File: src/include/uesb_consts.vh
`ifndef UESB_CONSTS_VH
`define UESB_CONSTS_VH

// command codes; select is the physical endpoint number itself
`define UESB_CMD_SET_ST 8'h40
`define UESB_CMD_BUF 8'hF0
`define UESB_CMD_CLR 8'hF2
`define UESB_CMD_VAL 8'hFA

// select status byte bit positions
`define UESB_SEL_FULL 0
`define UESB_SEL_STALL 1
`define UESB_SEL_SETUP 2
`define UESB_SEL_OVW 3
`define UESB_SEL_NAK 4

// set status byte bit positions
`define UESB_SET_STALL 0
`define UESB_SET_DIS 5
`define UESB_SET_RFB 6
`define UESB_SET_B7 7

// buffer header byte 0 bit positions
`define UESB_HDR_OK 7
`define UESB_HDR_SETUP 6

// clear buffer result bit
`define UESB_CLR_OVW 0

// token pids from the serial engine
`define UESB_PID_OUT 2'h0
`define UESB_PID_IN 2'h1
`define UESB_PID_SETUP 2'h2

// handshake codes towards the serial engine
`define UESB_HS_ACK 2'h0
`define UESB_HS_NAK 2'h1
`define UESB_HS_STALL 2'h2

// command interface modes
`define UESB_MD_NONE 3'h0
`define UESB_MD_SEL 3'h1
`define UESB_MD_SET 3'h2
`define UESB_MD_BUF 3'h3
`define UESB_MD_CLR 3'h4

// receive decisions taken at the token
`define UESB_RX_IGN 2'h0
`define UESB_RX_ACC 2'h1
`define UESB_RX_NAK 2'h2
`define UESB_RX_STL 2'h3

// number of physical control endpoints
`define UESB_NUM_CTRL 2

`endif

File: src/logic/uesb_mem.v
// simple dual port byte store, registered read data
module uesb_mem #(
    parameter DW = 8,
    parameter AW = 7
) (
    input wire clk_sys_i, // system clock
    input wire rst_n_i, // sync reset, active low
    input wire wr_en_i, // write strobe
    input wire [AW-1:0] wr_addr_i, // write address
    input wire [DW-1:0] wr_dat_i, // write data
    input wire rd_en_i, // read strobe
    input wire [AW-1:0] rd_addr_i, // read address
    output reg [DW-1:0] rd_dat_o // read data, one cycle after strobe
);
    reg [DW-1:0] mem_r [0:(1<<AW)-1];

    // array has no reset so it can map to block ram
    always @(posedge clk_sys_i) begin
        if (wr_en_i) begin
            mem_r[wr_addr_i] <= wr_dat_i;
        end
    end

    // read port holds its last value between strobes
    always @(posedge clk_sys_i) begin
        if (!rst_n_i) begin
            rd_dat_o <= {DW{1'b0}};
        end else if (rd_en_i) begin
            rd_dat_o <= mem_r[rd_addr_i];
        end
    end
endmodule // uesb_mem

File: src/logic/uesb_ep_core.v
// Behaviour
// - select status byte: full b0, stall b1, setup b2, overwritten b3, sent-nak b4; reset 0
// - clear buffer empties an out buffer only when it was not overwritten
// - validate buffer marks an in buffer full, except the control in buffer while its out pair is overwritten
// - setup bit follows every stored received packet (toggle retries are acked but not stored), 1 when it was setup
// - overwritten set when setup replaces a full buffer, cleared by select
// - nak an out packet to a full buffer and an in token to an empty one
// - sent-nak flag set on each nak of a control endpoint while interrupt-on-nak is enabled
// - sent-nak cleared by ack after out or host ack after in; control only
// - set status byte: stall b0, disable b5, rate feedback b6, unmask/cond stall b7
// - disable bit disables a non-control endpoint; bus reset clears all disable bits
// - rate feedback 0 gives toggle mode, 1 gives rate feedback mode on non-control endpoints only
// - unmasked endpoint raises an interrupt on any of its events
// - conditional stall stalls both endpoint zero directions unless setup is set
// - setup token unstalls a stalled control endpoint; firmware restalls if wanted
// - unstall or stall bit written 0 flushes buffer and restarts at data0
// - stalling through set status also reinitialises the endpoint
// - buffer read byte 0: b7 received ok, b6 setup, b0 zero
// - buffer read byte 1 is the byte count, data follows from byte 2
// - clear buffer result byte reports overwritten in bit 0, reset 0
// - a buffer whose overwritten flag is set cannot be cleared
// - select code is the endpoint number, set status code is 40h plus it
`include "uesb_consts.vh"

module uesb_ep_core #(
    parameter LW = 1, // logical endpoint index width
    parameter BAW = 6 // buffer address width, 64 byte packets
) (
    input wire clk_sys_i, // system clock, 125 MHz
    input wire rst_n_i, // sync reset, active low
    input wire cmd_wr_i, // command strobe
    input wire [7:0] cmd_i, // command code
    input wire dat_wr_i, // data write strobe
    input wire [7:0] dat_i, // data write byte
    input wire dat_rd_i, // data read strobe
    output reg [7:0] dat_o, // data read byte
    output reg dat_vld_o, // data read byte valid, pulse
    output reg ep_int_o, // endpoint interrupt, level
    input wire int_on_nak_i, // interrupt-on-nak feature enable
    input wire usb_bus_rst_i, // usb bus reset seen, pulse
    input wire usb_tok_vld_i, // token received, pulse
    input wire [1:0] usb_tok_pid_i, // token kind
    input wire [LW-1:0] usb_tok_ep_i, // token logical endpoint
    input wire usb_rx_vld_i, // received data byte strobe
    input wire [7:0] usb_rx_dat_i, // received data byte
    input wire usb_rx_end_i, // end of data packet, pulse
    input wire usb_rx_ok_i, // packet crc good, with end
    input wire usb_rx_data1_i, // packet pid was data1, with end
    input wire usb_tx_rd_i, // fetch next in byte
    input wire usb_ack_i, // host ack after in packet, pulse
    output reg usb_hs_vld_o, // handshake request, pulse
    output reg [1:0] usb_hs_o, // handshake kind
    output reg usb_tx_start_o, // send in packet, pulse
    output reg [BAW:0] usb_tx_len_o, // in packet byte count
    output reg usb_tx_data1_o, // in packet uses data1
    output wire [7:0] usb_tx_dat_o // in byte, one cycle after fetch
);
    localparam EW = LW + 1;
    localparam NEP = 2 << LW;
    localparam CW = BAW + 1;
    localparam MAW = LW + BAW;
    localparam [7:0] NEP8 = NEP;
    localparam [7:0] ZERO8 = 8'h00;
    localparam [7:0] ONE8 = 8'h01;
    localparam [7:0] TWO8 = 8'h02;
    localparam [CW-1:0] MAXC = 1 << BAW;

    wire [NEP-1:0] full_v, stall_v, stl_eff_v, setup_v, ovw_v, nak_v;
    wire [NEP-1:0] dis_v, b7_v, tog_v, rxok_v, ipend_v;
    wire [NEP*CW-1:0] cnt_v;
    wire [7:0] out_q;

    reg [2:0] mode_r;
    reg [EW-1:0] sel_ep_r;
    reg [EW-1:0] st_ep_r;
    reg [7:0] ptr_r;
    reg [7:0] reply_r;
    reg [7:0] rd_byte_r;
    reg rd_mem_r;
    reg rd_pend_r;
    reg [1:0] rx_mode_r;
    reg rx_setup_r;
    reg [EW-1:0] rx_ep_r;
    reg [CW-1:0] rx_cnt_r;
    reg [EW-1:0] tx_ep_r;
    reg [BAW-1:0] tx_idx_r;
    reg [EW-1:0] nak_ep_r;
    reg nak_ev_r;

    // command decode; select code equals the endpoint number
    wire [7:0] st_off = cmd_i - `UESB_CMD_SET_ST;
    wire cmd_sel = cmd_wr_i & (cmd_i < NEP8);
    wire cmd_set = cmd_wr_i & (st_off < NEP8);
    wire cmd_buf = cmd_wr_i & (cmd_i == `UESB_CMD_BUF);
    wire cmd_clr = cmd_wr_i & (cmd_i == `UESB_CMD_CLR);
    wire cmd_val = cmd_wr_i & (cmd_i == `UESB_CMD_VAL);
    wire set_wr = dat_wr_i & (mode_r == `UESB_MD_SET);
    wire sel_in = sel_ep_r[0];
    wire [LW-1:0] sel_log = sel_ep_r[EW-1:1];
    wire [CW-1:0] sel_cnt = cnt_v[sel_ep_r*CW +: CW];
    wire buf_rd = dat_rd_i & (mode_r == `UESB_MD_BUF) & ~sel_in;
    wire buf_wr = dat_wr_i & (mode_r == `UESB_MD_BUF) & sel_in;
    wire [7:0] ptr_d = ptr_r - TWO8;

    // usb token side; out and setup target the even endpoint, in the odd one
    wire [EW-1:0] tok_out_ep = {usb_tok_ep_i, 1'b0};
    wire [EW-1:0] tok_in_ep = {usb_tok_ep_i, 1'b1};
    wire tok_setup = usb_tok_vld_i & (usb_tok_pid_i == `UESB_PID_SETUP);
    wire tok_out = usb_tok_vld_i & (usb_tok_pid_i == `UESB_PID_OUT);
    wire tok_in = usb_tok_vld_i & (usb_tok_pid_i == `UESB_PID_IN);
    wire in_ok = ~dis_v[tok_in_ep] & ~stl_eff_v[tok_in_ep] & full_v[tok_in_ep];
    wire rx_fin = usb_rx_end_i & usb_rx_ok_i & (rx_mode_r != `UESB_RX_IGN);
    // a data pid that does not match the toggle is a retry: acked, not stored
    wire rx_seq = rx_setup_r | (usb_rx_data1_i == tog_v[rx_ep_r]);
    wire rx_done = rx_fin & (rx_mode_r == `UESB_RX_ACC) & rx_seq;
    wire rx_ack = rx_fin & (rx_mode_r == `UESB_RX_ACC);
    wire mem_wr = usb_rx_vld_i & (rx_mode_r == `UESB_RX_ACC) & (rx_cnt_r < MAXC);

    // per endpoint status and control state
    genvar e;
    generate
        for (e = 0; e < NEP; e = e + 1) begin : g_ep
            localparam [0:0] CTRL = (e < `UESB_NUM_CTRL);
            localparam [EW-1:0] ID = e;
            reg full_r, stall_r, setup_r, ovw_r, nak_r, dis_r, rfb_r, b7_r;
            reg tog_r, rxok_r, ipend_r;
            reg [CW-1:0] cnt_r;
            wire sel = cmd_sel & (cmd_i[EW-1:0] == ID);
            wire setst = set_wr & (st_ep_r == ID);
            wire su_unst = tok_setup & CTRL & stall_r;
            wire reinit = setst | su_unst;
            wire clr = cmd_clr & (sel_ep_r == ID);
            wire pair_ovw = CTRL & ovw_v[ID ^ ONE8[EW-1:0]];
            wire val = cmd_val & (sel_ep_r == ID) & ID[0] & ~pair_ovw;
            wire rxd = rx_done & (rx_ep_r == ID);
            wire ack_out = rx_ack & (rx_ep_r == ID);
            wire ack_in = usb_ack_i & (tx_ep_r == ID);
            wire nak_ev = nak_ev_r & (nak_ep_r == ID);
            wire tx_go = tok_in & (tok_in_ep == ID) & in_ok;
            wire ld_cnt = buf_wr & (sel_ep_r == ID) & (ptr_r == ONE8);
            // control endpoints always interrupt, others only when unmasked
            wire ien = CTRL ? 1'b1 : b7_r;
            wire cstall = CTRL & (b7_v[0] | b7_v[1]) & ~setup_v[0];
            assign full_v[e] = full_r;
            assign stall_v[e] = stall_r;
            assign stl_eff_v[e] = stall_r | cstall;
            assign setup_v[e] = setup_r;
            assign ovw_v[e] = ovw_r;
            assign nak_v[e] = nak_r;
            assign dis_v[e] = dis_r;
            assign b7_v[e] = b7_r;
            assign tog_v[e] = tog_r;
            assign rxok_v[e] = rxok_r;
            assign ipend_v[e] = ipend_r;
            assign cnt_v[e*CW +: CW] = cnt_r;

            // later assignments win, so hardware sets override clears
            always @(posedge clk_sys_i) begin
                if (!rst_n_i) begin
                    full_r <= 1'b0;
                    stall_r <= 1'b0;
                    setup_r <= 1'b0;
                    ovw_r <= 1'b0;
                    nak_r <= 1'b0;
                    dis_r <= 1'b0;
                    rfb_r <= 1'b0;
                    b7_r <= 1'b0;
                    tog_r <= 1'b0;
                    rxok_r <= 1'b0;
                    ipend_r <= 1'b0;
                    cnt_r <= {CW{1'b0}};
                end else begin
                    if (setst) begin
                        stall_r <= dat_i[`UESB_SET_STALL];
                        dis_r <= ~CTRL & dat_i[`UESB_SET_DIS];
                        rfb_r <= ~CTRL & dat_i[`UESB_SET_RFB];
                        b7_r <= dat_i[`UESB_SET_B7];
                    end
                    if (su_unst) begin
                        stall_r <= 1'b0;
                    end
                    if (usb_bus_rst_i) begin
                        dis_r <= 1'b0;
                    end
                    // flush and restart the data sequence at data0
                    if (reinit) begin
                        full_r <= 1'b0;
                        tog_r <= 1'b0;
                        rxok_r <= 1'b0;
                        cnt_r <= {CW{1'b0}};
                    end
                    if (ack_in) begin
                        full_r <= 1'b0;
                        if (!rfb_r) begin
                            tog_r <= ~tog_r;
                        end
                    end
                    if (clr & ~ovw_r) begin
                        full_r <= 1'b0;
                    end
                    if (val) begin
                        full_r <= 1'b1;
                    end
                    if (ld_cnt) begin
                        cnt_r <= dat_i[CW-1:0];
                    end
                    if (rxd) begin
                        full_r <= 1'b1;
                        setup_r <= rx_setup_r;
                        rxok_r <= 1'b1;
                        cnt_r <= rx_cnt_r;
                        tog_r <= rx_setup_r | ~tog_r;
                    end
                    if (tx_go & rfb_r) begin
                        tog_r <= ~tog_r;
                    end
                    if (sel) begin
                        ovw_r <= 1'b0;
                        ipend_r <= 1'b0;
                    end
                    if (rxd & rx_setup_r & full_r) begin
                        ovw_r <= 1'b1;
                    end
                    if (ack_out | ack_in) begin
                        nak_r <= 1'b0;
                    end
                    if (nak_ev & int_on_nak_i & CTRL) begin
                        nak_r <= 1'b1;
                    end
                    if (ien & (rxd | ack_in | nak_ev)) begin
                        ipend_r <= 1'b1;
                    end
                end
            end
        end
    endgenerate

    // command interface: mode, endpoint, pointer, reply
    always @(posedge clk_sys_i) begin
        if (!rst_n_i) begin
            mode_r <= `UESB_MD_NONE;
            sel_ep_r <= {EW{1'b0}};
            st_ep_r <= {EW{1'b0}};
            ptr_r <= 8'h00;
            reply_r <= 8'h00;
        end else begin
            if (cmd_sel) begin
                mode_r <= `UESB_MD_SEL;
                sel_ep_r <= cmd_i[EW-1:0];
                ptr_r <= 8'h00;
                reply_r <= {3'b000,
                    nak_v[cmd_i[EW-1:0]],
                    ovw_v[cmd_i[EW-1:0]],
                    setup_v[cmd_i[EW-1:0]],
                    stl_eff_v[cmd_i[EW-1:0]],
                    full_v[cmd_i[EW-1:0]]};
            end else if (cmd_set) begin
                mode_r <= `UESB_MD_SET;
                st_ep_r <= st_off[EW-1:0];
            end else if (cmd_buf) begin
                mode_r <= `UESB_MD_BUF;
            end else if (cmd_clr) begin
                mode_r <= `UESB_MD_CLR;
                reply_r <= {7'h00, ovw_v[sel_ep_r]};
            end else if (cmd_wr_i) begin
                mode_r <= `UESB_MD_NONE;
            end else if (set_wr) begin
                mode_r <= `UESB_MD_NONE;
            end else if ((buf_rd | buf_wr) & (ptr_r != 8'hFF)) begin
                ptr_r <= ptr_r + ONE8; // pointer survives other commands
            end
        end
    end

    // read pipeline: strobe, then byte pick, then the output flop
    always @(posedge clk_sys_i) begin
        if (!rst_n_i) begin
            rd_pend_r <= 1'b0;
            rd_mem_r <= 1'b0;
            rd_byte_r <= 8'h00;
            dat_o <= 8'h00;
            dat_vld_o <= 1'b0;
        end else begin
            rd_pend_r <= dat_rd_i;
            rd_mem_r <= buf_rd & (ptr_r >= TWO8);
            if (buf_rd & (ptr_r == ZERO8)) begin
                rd_byte_r <= {rxok_v[sel_ep_r], setup_v[sel_ep_r], 6'h00};
            end else if (buf_rd) begin
                rd_byte_r <= {{(8-CW){1'b0}}, sel_cnt};
            end else if ((mode_r == `UESB_MD_SEL) | (mode_r == `UESB_MD_CLR)) begin
                rd_byte_r <= reply_r;
            end else begin
                rd_byte_r <= 8'h00;
            end
            dat_vld_o <= rd_pend_r;
            dat_o <= rd_mem_r ? out_q : rd_byte_r;
        end
    end

    // tokens, handshakes and in packet launch
    always @(posedge clk_sys_i) begin
        if (!rst_n_i) begin
            rx_mode_r <= `UESB_RX_IGN;
            rx_setup_r <= 1'b0;
            rx_ep_r <= {EW{1'b0}};
            rx_cnt_r <= {CW{1'b0}};
            tx_ep_r <= {EW{1'b0}};
            tx_idx_r <= {BAW{1'b0}};
            nak_ev_r <= 1'b0;
            nak_ep_r <= {EW{1'b0}};
            usb_hs_vld_o <= 1'b0;
            usb_hs_o <= `UESB_HS_ACK;
            usb_tx_start_o <= 1'b0;
            usb_tx_len_o <= {CW{1'b0}};
            usb_tx_data1_o <= 1'b0;
            ep_int_o <= 1'b0;
        end else begin
            usb_hs_vld_o <= 1'b0;
            usb_tx_start_o <= 1'b0;
            nak_ev_r <= 1'b0;
            ep_int_o <= |ipend_v;
            if (tok_setup | tok_out) begin
                rx_ep_r <= tok_out_ep;
                rx_setup_r <= tok_setup;
                rx_cnt_r <= {CW{1'b0}};
                if (dis_v[tok_out_ep]) begin
                    rx_mode_r <= `UESB_RX_IGN;
                end else if (tok_setup) begin
                    rx_mode_r <= `UESB_RX_ACC;
                end else if (stl_eff_v[tok_out_ep]) begin
                    rx_mode_r <= `UESB_RX_STL;
                end else if (full_v[tok_out_ep]) begin
                    rx_mode_r <= `UESB_RX_NAK;
                end else begin
                    rx_mode_r <= `UESB_RX_ACC;
                end
            end else if (usb_rx_end_i) begin
                rx_mode_r <= `UESB_RX_IGN;
            end else if (mem_wr) begin
                rx_cnt_r <= rx_cnt_r + ONE8[CW-1:0];
            end
            if (rx_fin) begin
                usb_hs_vld_o <= 1'b1;
                usb_hs_o <= (rx_mode_r == `UESB_RX_ACC) ? `UESB_HS_ACK :
                    (rx_mode_r == `UESB_RX_NAK) ? `UESB_HS_NAK : `UESB_HS_STALL;
                nak_ev_r <= (rx_mode_r == `UESB_RX_NAK);
                nak_ep_r <= rx_ep_r;
            end
            if (tok_in & ~dis_v[tok_in_ep]) begin
                tx_ep_r <= tok_in_ep;
                tx_idx_r <= {BAW{1'b0}};
                if (stl_eff_v[tok_in_ep]) begin
                    usb_hs_vld_o <= 1'b1;
                    usb_hs_o <= `UESB_HS_STALL;
                end else if (!full_v[tok_in_ep]) begin
                    usb_hs_vld_o <= 1'b1;
                    usb_hs_o <= `UESB_HS_NAK;
                    nak_ev_r <= 1'b1;
                    nak_ep_r <= tok_in_ep;
                end else begin
                    usb_tx_start_o <= 1'b1;
                    usb_tx_len_o <= cnt_v[tok_in_ep*CW +: CW];
                    usb_tx_data1_o <= tog_v[tok_in_ep];
                end
            end else if (usb_tx_rd_i) begin
                tx_idx_r <= tx_idx_r + ONE8[BAW-1:0];
            end
        end
    end

    // out buffers: usb side writes, firmware reads
    uesb_mem #(.DW(8), .AW(MAW)) u_out_mem (
        .clk_sys_i(clk_sys_i),
        .rst_n_i(rst_n_i),
        .wr_en_i(mem_wr),
        .wr_addr_i({rx_ep_r[EW-1:1], rx_cnt_r[BAW-1:0]}),
        .wr_dat_i(usb_rx_dat_i),
        .rd_en_i(buf_rd),
        .rd_addr_i({sel_log, ptr_d[BAW-1:0]}),
        .rd_dat_o(out_q)
    );

    // in buffers: firmware writes from byte 2, usb side reads
    uesb_mem #(.DW(8), .AW(MAW)) u_in_mem (
        .clk_sys_i(clk_sys_i),
        .rst_n_i(rst_n_i),
        .wr_en_i(buf_wr & (ptr_r >= TWO8) & (ptr_r < MAXC + TWO8)),
        .wr_addr_i({sel_log, ptr_d[BAW-1:0]}),
        .wr_dat_i(dat_i),
        .rd_en_i(usb_tx_rd_i),
        .rd_addr_i({tx_ep_r[EW-1:1], tx_idx_r}),
        .rd_dat_o(usb_tx_dat_o)
    );
endmodule // uesb_ep_core

File: config.mk
export PLATFORM = sky130hd
export DESIGN_NAME = uesb_ep_core
export DESIGN_NICKNAME = d
export VERILOG_FILES = /design/src/logic/uesb_mem.v /design/src/logic/uesb_ep_core.v
export VERILOG_INCLUDE_DIRS = /design/src /design/src/include
export SDC_FILE = /design/constraint.sdc
export NUM_CORES = 2
export LEC_CHECK = 0
export BUFFER_PORTS_ARGS = -buffer_cell sky130_fd_sc_hd__buf_2
export CORE_MARGIN = 3
export CORE_UTILIZATION = 55
export CTS_BUF_LIST = sky130_fd_sc_hd__clkbuf_8
export DETAILED_ROUTE_END_ITERATION = 16
export MAX_ROUTING_LAYER = met4
export PLACE_DENSITY = 0.81
export SYNTH_ARGS = -nofsm -noshare
export SYNTH_HDL_FRONTEND = slang
export SYNTH_SLANG_ARGS = --single-unit
File: constraint.sdc
create_clock -name clk_sys_i -period 8.95 [get_ports clk_sys_i]
set_clock_uncertainty 0.05 [all_clocks]
set_input_delay 1.79 -clock clk_sys_i [delete_from_list [all_inputs] [get_ports clk_sys_i]]
set_output_delay 1.79 -clock clk_sys_i [all_outputs]
set_load 0.1 [all_outputs]
**Yosys cells after proc, flatten, opt, wreduce, memory -nomap -nowiden**

Memory sizes are Yosys's and may differ from the RTL's. A register that Yosys moved wholly into a read port is not among the register bits.
Index checks and enable logic that the tools add are counted.
W data, S select, Z words.

- Flip-flop bits (word level): 138
- RAM bits: 2048
- Input bits: 41
- Output and inout bits: 30
- Word-level logic and storage cells: 416
- Memories: 2

- Add/subtract/negate cells: 5
- Multiply operators: 2
- Order comparisons: 10
- Eq/ne operators: 31
- Shift operators: 2
- Multiplexer cells: 128
- Bitwise logic cells: 118
- Reductions and logical operators: 51

Memory list:

| name | depth | bits a word | read ports | clocked after Yosys merged registers in | write ports | RTL line | RTL |
|---|---|---|---|---|---|---|---|
| u_in_mem.mem_r | 128 | 8 | 1 | 1 | 1 | uesb_mem.v:15 | `reg [DW-1:0] mem_r [0:(1<<AW)-1];` |
| u_out_mem.mem_r | 128 | 8 | 1 | 1 | 1 | uesb_mem.v:15 |  |

Operators by type and width:

| cell | count |
|---|---|
| $mux W1 | 81 |
| $and A1 B1 Y1 | 79 |
| $mux W7 | 11 |
| $shiftx A28 B6 Y7 | 2 |
| $mux W2 | 18 |
| $reduce_bool A2 Y1 | 14 |
| $mux W5 | 5 |
| $eq A2 B2 Y1 const B | 12 |
| $eq A8 B8 Y1 const B | 3 |
| $not A1 Y1 | 21 |
| $or A1 B1 Y1 | 18 |
| $reduce_bool A3 Y1 | 6 |
| $bmux W1 S2 | 8 |
| $lt A8 B3 Y1 const B | 2 |
| $mux W8 | 2 |
| $lt A2 B3 Y1 const B | 5 |
| $reduce_bool A5 Y1 | 3 |
| $eq A2 B1 Y1 const B | 7 |
| $logic_not A2 Y1 | 7 |
| $reduce_or A2 Y1 | 7 |
| $mul A2 B3 Y5 const B | 2 |
| $mux W3 | 3 |
| $add A8 B1 Y8 const B | 1 |
| $eq A8 B1 Y1 const B | 1 |
| 22 further kinds | 29 |

**Longest topological paths before layout**

- Word-level depth: 11
- Depth in mapped cells: 14
- Mapped depth without buffers: 8

**Cells and area by module**

Synthesis repeated with hierarchy kept, for this count alone.

- Cell total of the unflattened synthesis: 4754
- Area total of the unflattened synthesis: 87176.1 um2

Modules (own cells, without submodules):

| module | instances | cells each | area an instance (um2) | sequential area each (um2) |
|---|---|---|---|---|
| uesb_mem (u_out_mem) | 1 | 2036 | 40513.9 | 30909.6 |
| uesb_mem (u_in_mem) | 1 | 2030 | 40503.8 | 30909.6 |
| uesb_ep_core | 1 | 688 | 6158.4 | 2682.6 |

**Worst setup path after synthesis**

No wires, ideal clock.

- Kind: input-to-reg
- Start point: in dat_wr_i
- End point: mem u_in_mem.mem_r[100][0], enable pin
- Library setup time: 0.370 ns
- Arrival: 3.095 ns
- Data required time: 8.530 ns
- Setup slack: 5.434 ns
- Stages: 5
- Buffers on the path: 1
- Cell sequence: nand4_1 a211oi_2 nand2_2 buf_6 nor2_1

- Word-level cells in the longest chain between the ends: 6

RTL lines:

| item | RTL line | RTL |
|---|---|---|
| start, declared | uesb_ep_core.v:33 | `input wire dat_wr_i,` |
| $and A1 B1 Y1 (2 in series) | uesb_ep_core.v:102 | `` wire buf_wr = dat_wr_i & (mode_r == `UESB_MD_BUF) & sel_in; `` |
| $and A1 B1 Y1 (2 in series) | uesb_ep_core.v:387 | `.wr_en_i(buf_wr & (ptr_r >= TWO8) & (ptr_r < MAXC + TWO8)),` |
| $mux W1 | uesb_mem.v:19 | `if (wr_en_i) begin` |
| $mux W1 (not written as such) | uesb_mem.v:20 | `mem_r[wr_addr_i] <= wr_dat_i;` |
| end, declared | uesb_mem.v:15 |  |

Every way passes these cells.

**Final worst setup path**

- Start point: reg ptr_r[1]
- End point: mem u_in_mem.mem_r[127][5], enable pin

- Word-level cells in the longest chain between the ends: 5
- Elaborated cells between the ends (all ways): 7
- Classes of those cells: 1 x add/sub; 2 x order compare; 2 x mux; 2 x bitwise

RTL lines:

| item | RTL line | RTL |
|---|---|---|
| start, declared | uesb_ep_core.v:76 | `reg [7:0] ptr_r;` |
| start signal, assigned | uesb_ep_core.v:270 | `ptr_r <= ptr_r + ONE8;` |
| $ge A8 B2 Y1 | uesb_ep_core.v:387 |  |
| $and A1 B1 Y1 (2 in series) | uesb_ep_core.v:387 |  |
| $mux W1 | uesb_mem.v:19 |  |
| $mux W1 (not written as such) | uesb_mem.v:20 |  |

Parallel ways exist; a longest one is shown, timed or not.

==> impl_metrics.json <==
{
  "coreArea_mm2": 0.155,
  "io_buffers": 70,
  "slew_violations": 0,
  "slew_headroom_pct": 15.3,
  "fin_cells": 7332,
  "antenna_found_initial": 8,
  "cts_tree": "yes",
  "fin_nets": 5077,
  "ys_ff_latch": 2198,
  "syn-num-nets": 4893,
  "clkTransAtPathRegs_ns": 0.07,
  "ctsRootBufferMaster": "clkbuf_8",
  "drt-initial-drc-count": 6880,
  "min_period_ns": 4.84,
  "multi_input_area_mm2": 0.0206,
  "route.detailed.drc": 0,
  "tns_ns": 0,
  "dieArea_mm2": 0.162,
  "arrival_ns": 5.38,
  "overflow": 0,
  "drv_cap": 0,
  "crit_family": "simple AND/OR/NAND/NOR gates",
  "finalHoldViolations": 0,
  "via_per_inst": 6.52,
  "floorplan.initialDensity_pct": 55.8,
  "cts.path.max_buffers": 4,
  "vias": 47800,
  "syn_avg_cell_area_um2": 17.9,
  "syn_to_final_growth_pct": 9.43,
  "track_usage_pct": 26.5,
  "synth_warnings": 0,
  "grt_max_degree": 155,
  "numCtsBuffers": 343,
  "crit_path_start": "ptr_r[1]$_SDFFE_PP0P_",
  "seq_area_mm2": 0.0645,
  "syn_area_mm2": 0.0865,
  "fillers": 10400,
  "insertion_delay_ns": 1.04,
  "yosysUniqueCellTypes": 68,
  "rows": 144,
  "p_total_uw": 19400,
  "synth_cells": 4839,
  "synth_area_leaders": "edfxtp_1 71%, mux4_2 7.1%, mux2i_1 6.7%",
  "routed_wl_um": 211000,
  "drive_gt1_share_pct": 16.5,
  "grt_first_pass_wirelength_um": 311000,
  "worstMarginPinSlew_ns": 1.27,
  "power_frac_comb_pct": 3.0,
  "p_seq_share_pct": 57.9,
  "htree_levels": 5,
  "powerDensity_mw_per_mm2": 205,
  "critPathBufInv": 1,
  "ir_drop_mv": 0.169,
  "post-place-cells": 6722,
  "netlist.area_leader.share_pct": 71.1,
  "switching_power_uw": 4210,
  "die_x_um": 403,
  "yosysTopAreaCell": "edfxtp_1",
  "finalSetupViolCount": 0,
  "async_flop_share_pct": 0,
  "hold_path_class": "reg2reg",
  "fmax_ghz": 0.206,
  "utilization_pct": 61.1,
  "cts.repair.resized": 0,
  "firstDrtPassIters": 8,
  "fin_hold_ws_ns": 0.417,
  "worst_setup_path_start_kind": "register",
  "ios": 71,
  "status": "complete, no violations",
  "cp_max_fo": 50,
  "worst_path_most_repeated_cell": "nor2_1",
  "place_congestion": 0.941,
  "wl_per_cell_um": 28.7,
  "crit_path_top_delay_cell": "dfxtp_4",
  "cts_hold_buf": 0,
  "power_frac_clock_pct": 39.1,
  "path_cells": "inv_1, ha_1, nor3b_1, xnor2_1, nor2_1, nand2_1, nor2_1",
  "die_y_um": 403,
  "synth_edf_count": 2048,
  "r2r-start": "ptr_r[1]$_SDFFE_PP0P_",
  "grt_setup_unrepaired": "false",
  "leakage_uw": 0.0284,
  "post-route-period-util_pct": 54.1,
  "path_class": "reg2reg",
  "cp-end-kind": "register",
  "grt_pass1_vias": 47200,
  "cp.required_ns": 9.49,
  "p_sw_share_pct": 21.7,
  "seq_area_frac_synth_pct": 74.5,
  "drtAntennaViolNets": 0,
  "internal_power_uw": 15200,
  "max_stage_delay_ns": 0.98,
  "hold_start": "g_ep[0].cnt_r[2]$_SDFFE_PN0P_",
  "synthFlopType": "edfxtp_1",
  "dpl.hpwl_um": 125000,
  "clock-sinks": 2198,
  "postCtsSetupRepairBufs": 0
}
==> layout make-up <==
| class | count | area share [%] |
|---|---|---|
| flip-flops and latches | 2198 | 68.1 |
| multi-input cells | 2333 | 21.8 |
| clock buffers | 360 | 5.23 |
| well taps | 2044 | 2.70 |
| clock inverters | 236 | 1.13 |
| repair buffers | 132 | 0.970 |
| inverters | 15 | 0.0594 |
| diodes | 14 | 0.0370 |
==> final timing paths <==
check / end / cells past startpoint / slack, ns
setup / recovery: u_in_mem.mem_r[127][5]$_DFFE_PP_ / 7 / 4.11
hold / removal: g_ep[0].cnt_r[2]$_SDFFE_PN0P_ / 2 / 0.42
setup reg to reg: u_in_mem.mem_r[127][5]$_DFFE_PP_ / 7 / 4.11
hold reg to reg: g_ep[0].cnt_r[2]$_SDFFE_PN0P_ / 2 / 0.42
==> metal layers <==
metal	up-vias	global-route usage, %	routed length, µm
li1	19900	-	-
met1	23800	35.2	77400
met2	3446	40.0	99000
met3	626	6.14	24400
met4	0	11.1	9770
met5	-	-	0
==> synth_stat cells, types with 6 or more instances <==
library cell  instances
mux2i_1             575
a31oi_1              18
clkbuf_1            120
a21oi_1              78
nand2b_1             25
nand4_1              11
buf_2               104
nand3_1             114
and3_1                9
a221oi_1              8
inv_1                14
buf_6                12
edfxtp_1           2048
mux4_2              272
xnor2_1               9
dfxtp_1             150
a41oi_1              30
mux2_2                6
nor3_1               44
o211ai_1             60
nand3b_1              6
xor2_1               11
and2_1               13
buf_1                20
nand2_1             122
nor2b_1              41
or2_2                 8
o21ai_0              31
nor2_1              367
o22ai_1              56
nor4_1               11
nand2_2               7
ha_1                 13
a211oi_1             44
or3_1                11
a22oi_1             279
buf_4                37
==> cells by family (layout without fill, tap and decap cells) <==
family | after synthesis | count (layout) | synth area share, %
flops | 2198 | 2198 | 74.5
fa+ha+maj | 13 | 13 | 0.188
simple gates | 814 | 814 | 4.34
compound gates | 633 | 633 | 5.19
buf+inv | 308 | 743 | 1.75
mux | 853 | 853 | 13.8
other cells | 0 | 14 | 0
xor+xnor | 20 | 20 | 0.202
==> state kept, by name (all words and copies together), names as in the netlist, 5 cells and up <==
register,flops
rx_cnt_r,7
g_ep.cnt_r,28
ptr_r,8
u_out_mem.rd_dat_o,8
reply_r,5
u_in_mem.rd_dat_o,8
u_out_mem.mem_r,1024
rd_byte_r,8
tx_idx_r,6
dat_o,8
u_in_mem.mem_r,1024
usb_tx_len_o,7
==> cell usage in the layout, fill, tap and decap left out, types with 9 or more instances in the layout <==
cell type / synthesis / routed
a211oi_1: 44 / 44
or3_1: 11 / 11
mux4_2: 272 / 272
buf_4: 37 / 73
a41oi_1: 30 / 30
nor3_1: 44 / 44
nand2b_1: 25 / 25
nand3_1: 114 / 114
ha_1: 13 / 13
dfxtp_1: 150 / 145
edfxtp_1: 2048 / 2048
mux2i_1: 575 / 575
clkinv_1: 0 / 86
nand4_1: 11 / 11
clkinv_2: 0 / 38
o21ai_0: 31 / 31
o211ai_1: 60 / 60
nor4_1: 11 / 11
o22ai_1: 56 / 56
a31oi_1: 18 / 18
and2_1: 13 / 11
nor2b_1: 41 / 36
clkbuf_8: 0 / 360
nor2_1: 367 / 363
diode_2: 0 / 14
and3_1: 9 / 9
nand2_1: 122 / 122
buf_2: 104 / 54
a21oi_1: 78 / 78
a22oi_1: 279 / 279
xnor2_1: 9 / 9
xor2_1: 11 / 11
inv_1: 14 / 110
==> power by group through the flow <==
stage          Combinational (µW)  Clock [µW]  Sequential, µW
2_1_floorplan                 298           0           11500
3_3_place_gp                  565           0           11500
3_5_place_dp                  582           0           11500
4_1_cts                       583        7640           11300
5_1_grt                       616        8090           11200
6_report                      584        7590           11300
==> worst min-delay path, cell delays in order (launching register included) <==
cell and delay [ns]:
dfxtp_1 0.31, nand3_1 0.06, a21oi_1 0.05
==> through the flow <==
stage / worst slack [ns] / area (µm²)
after floorplan: 5.43 / 86500
after detailed placement: 4.30 / 88700
after global placement: 4.47 / 88700
after global routing: 3.95 / 94700
final: 4.11 / 94700
after CTS: 4.26 / 94700
(Power assumes the default switching activity.)
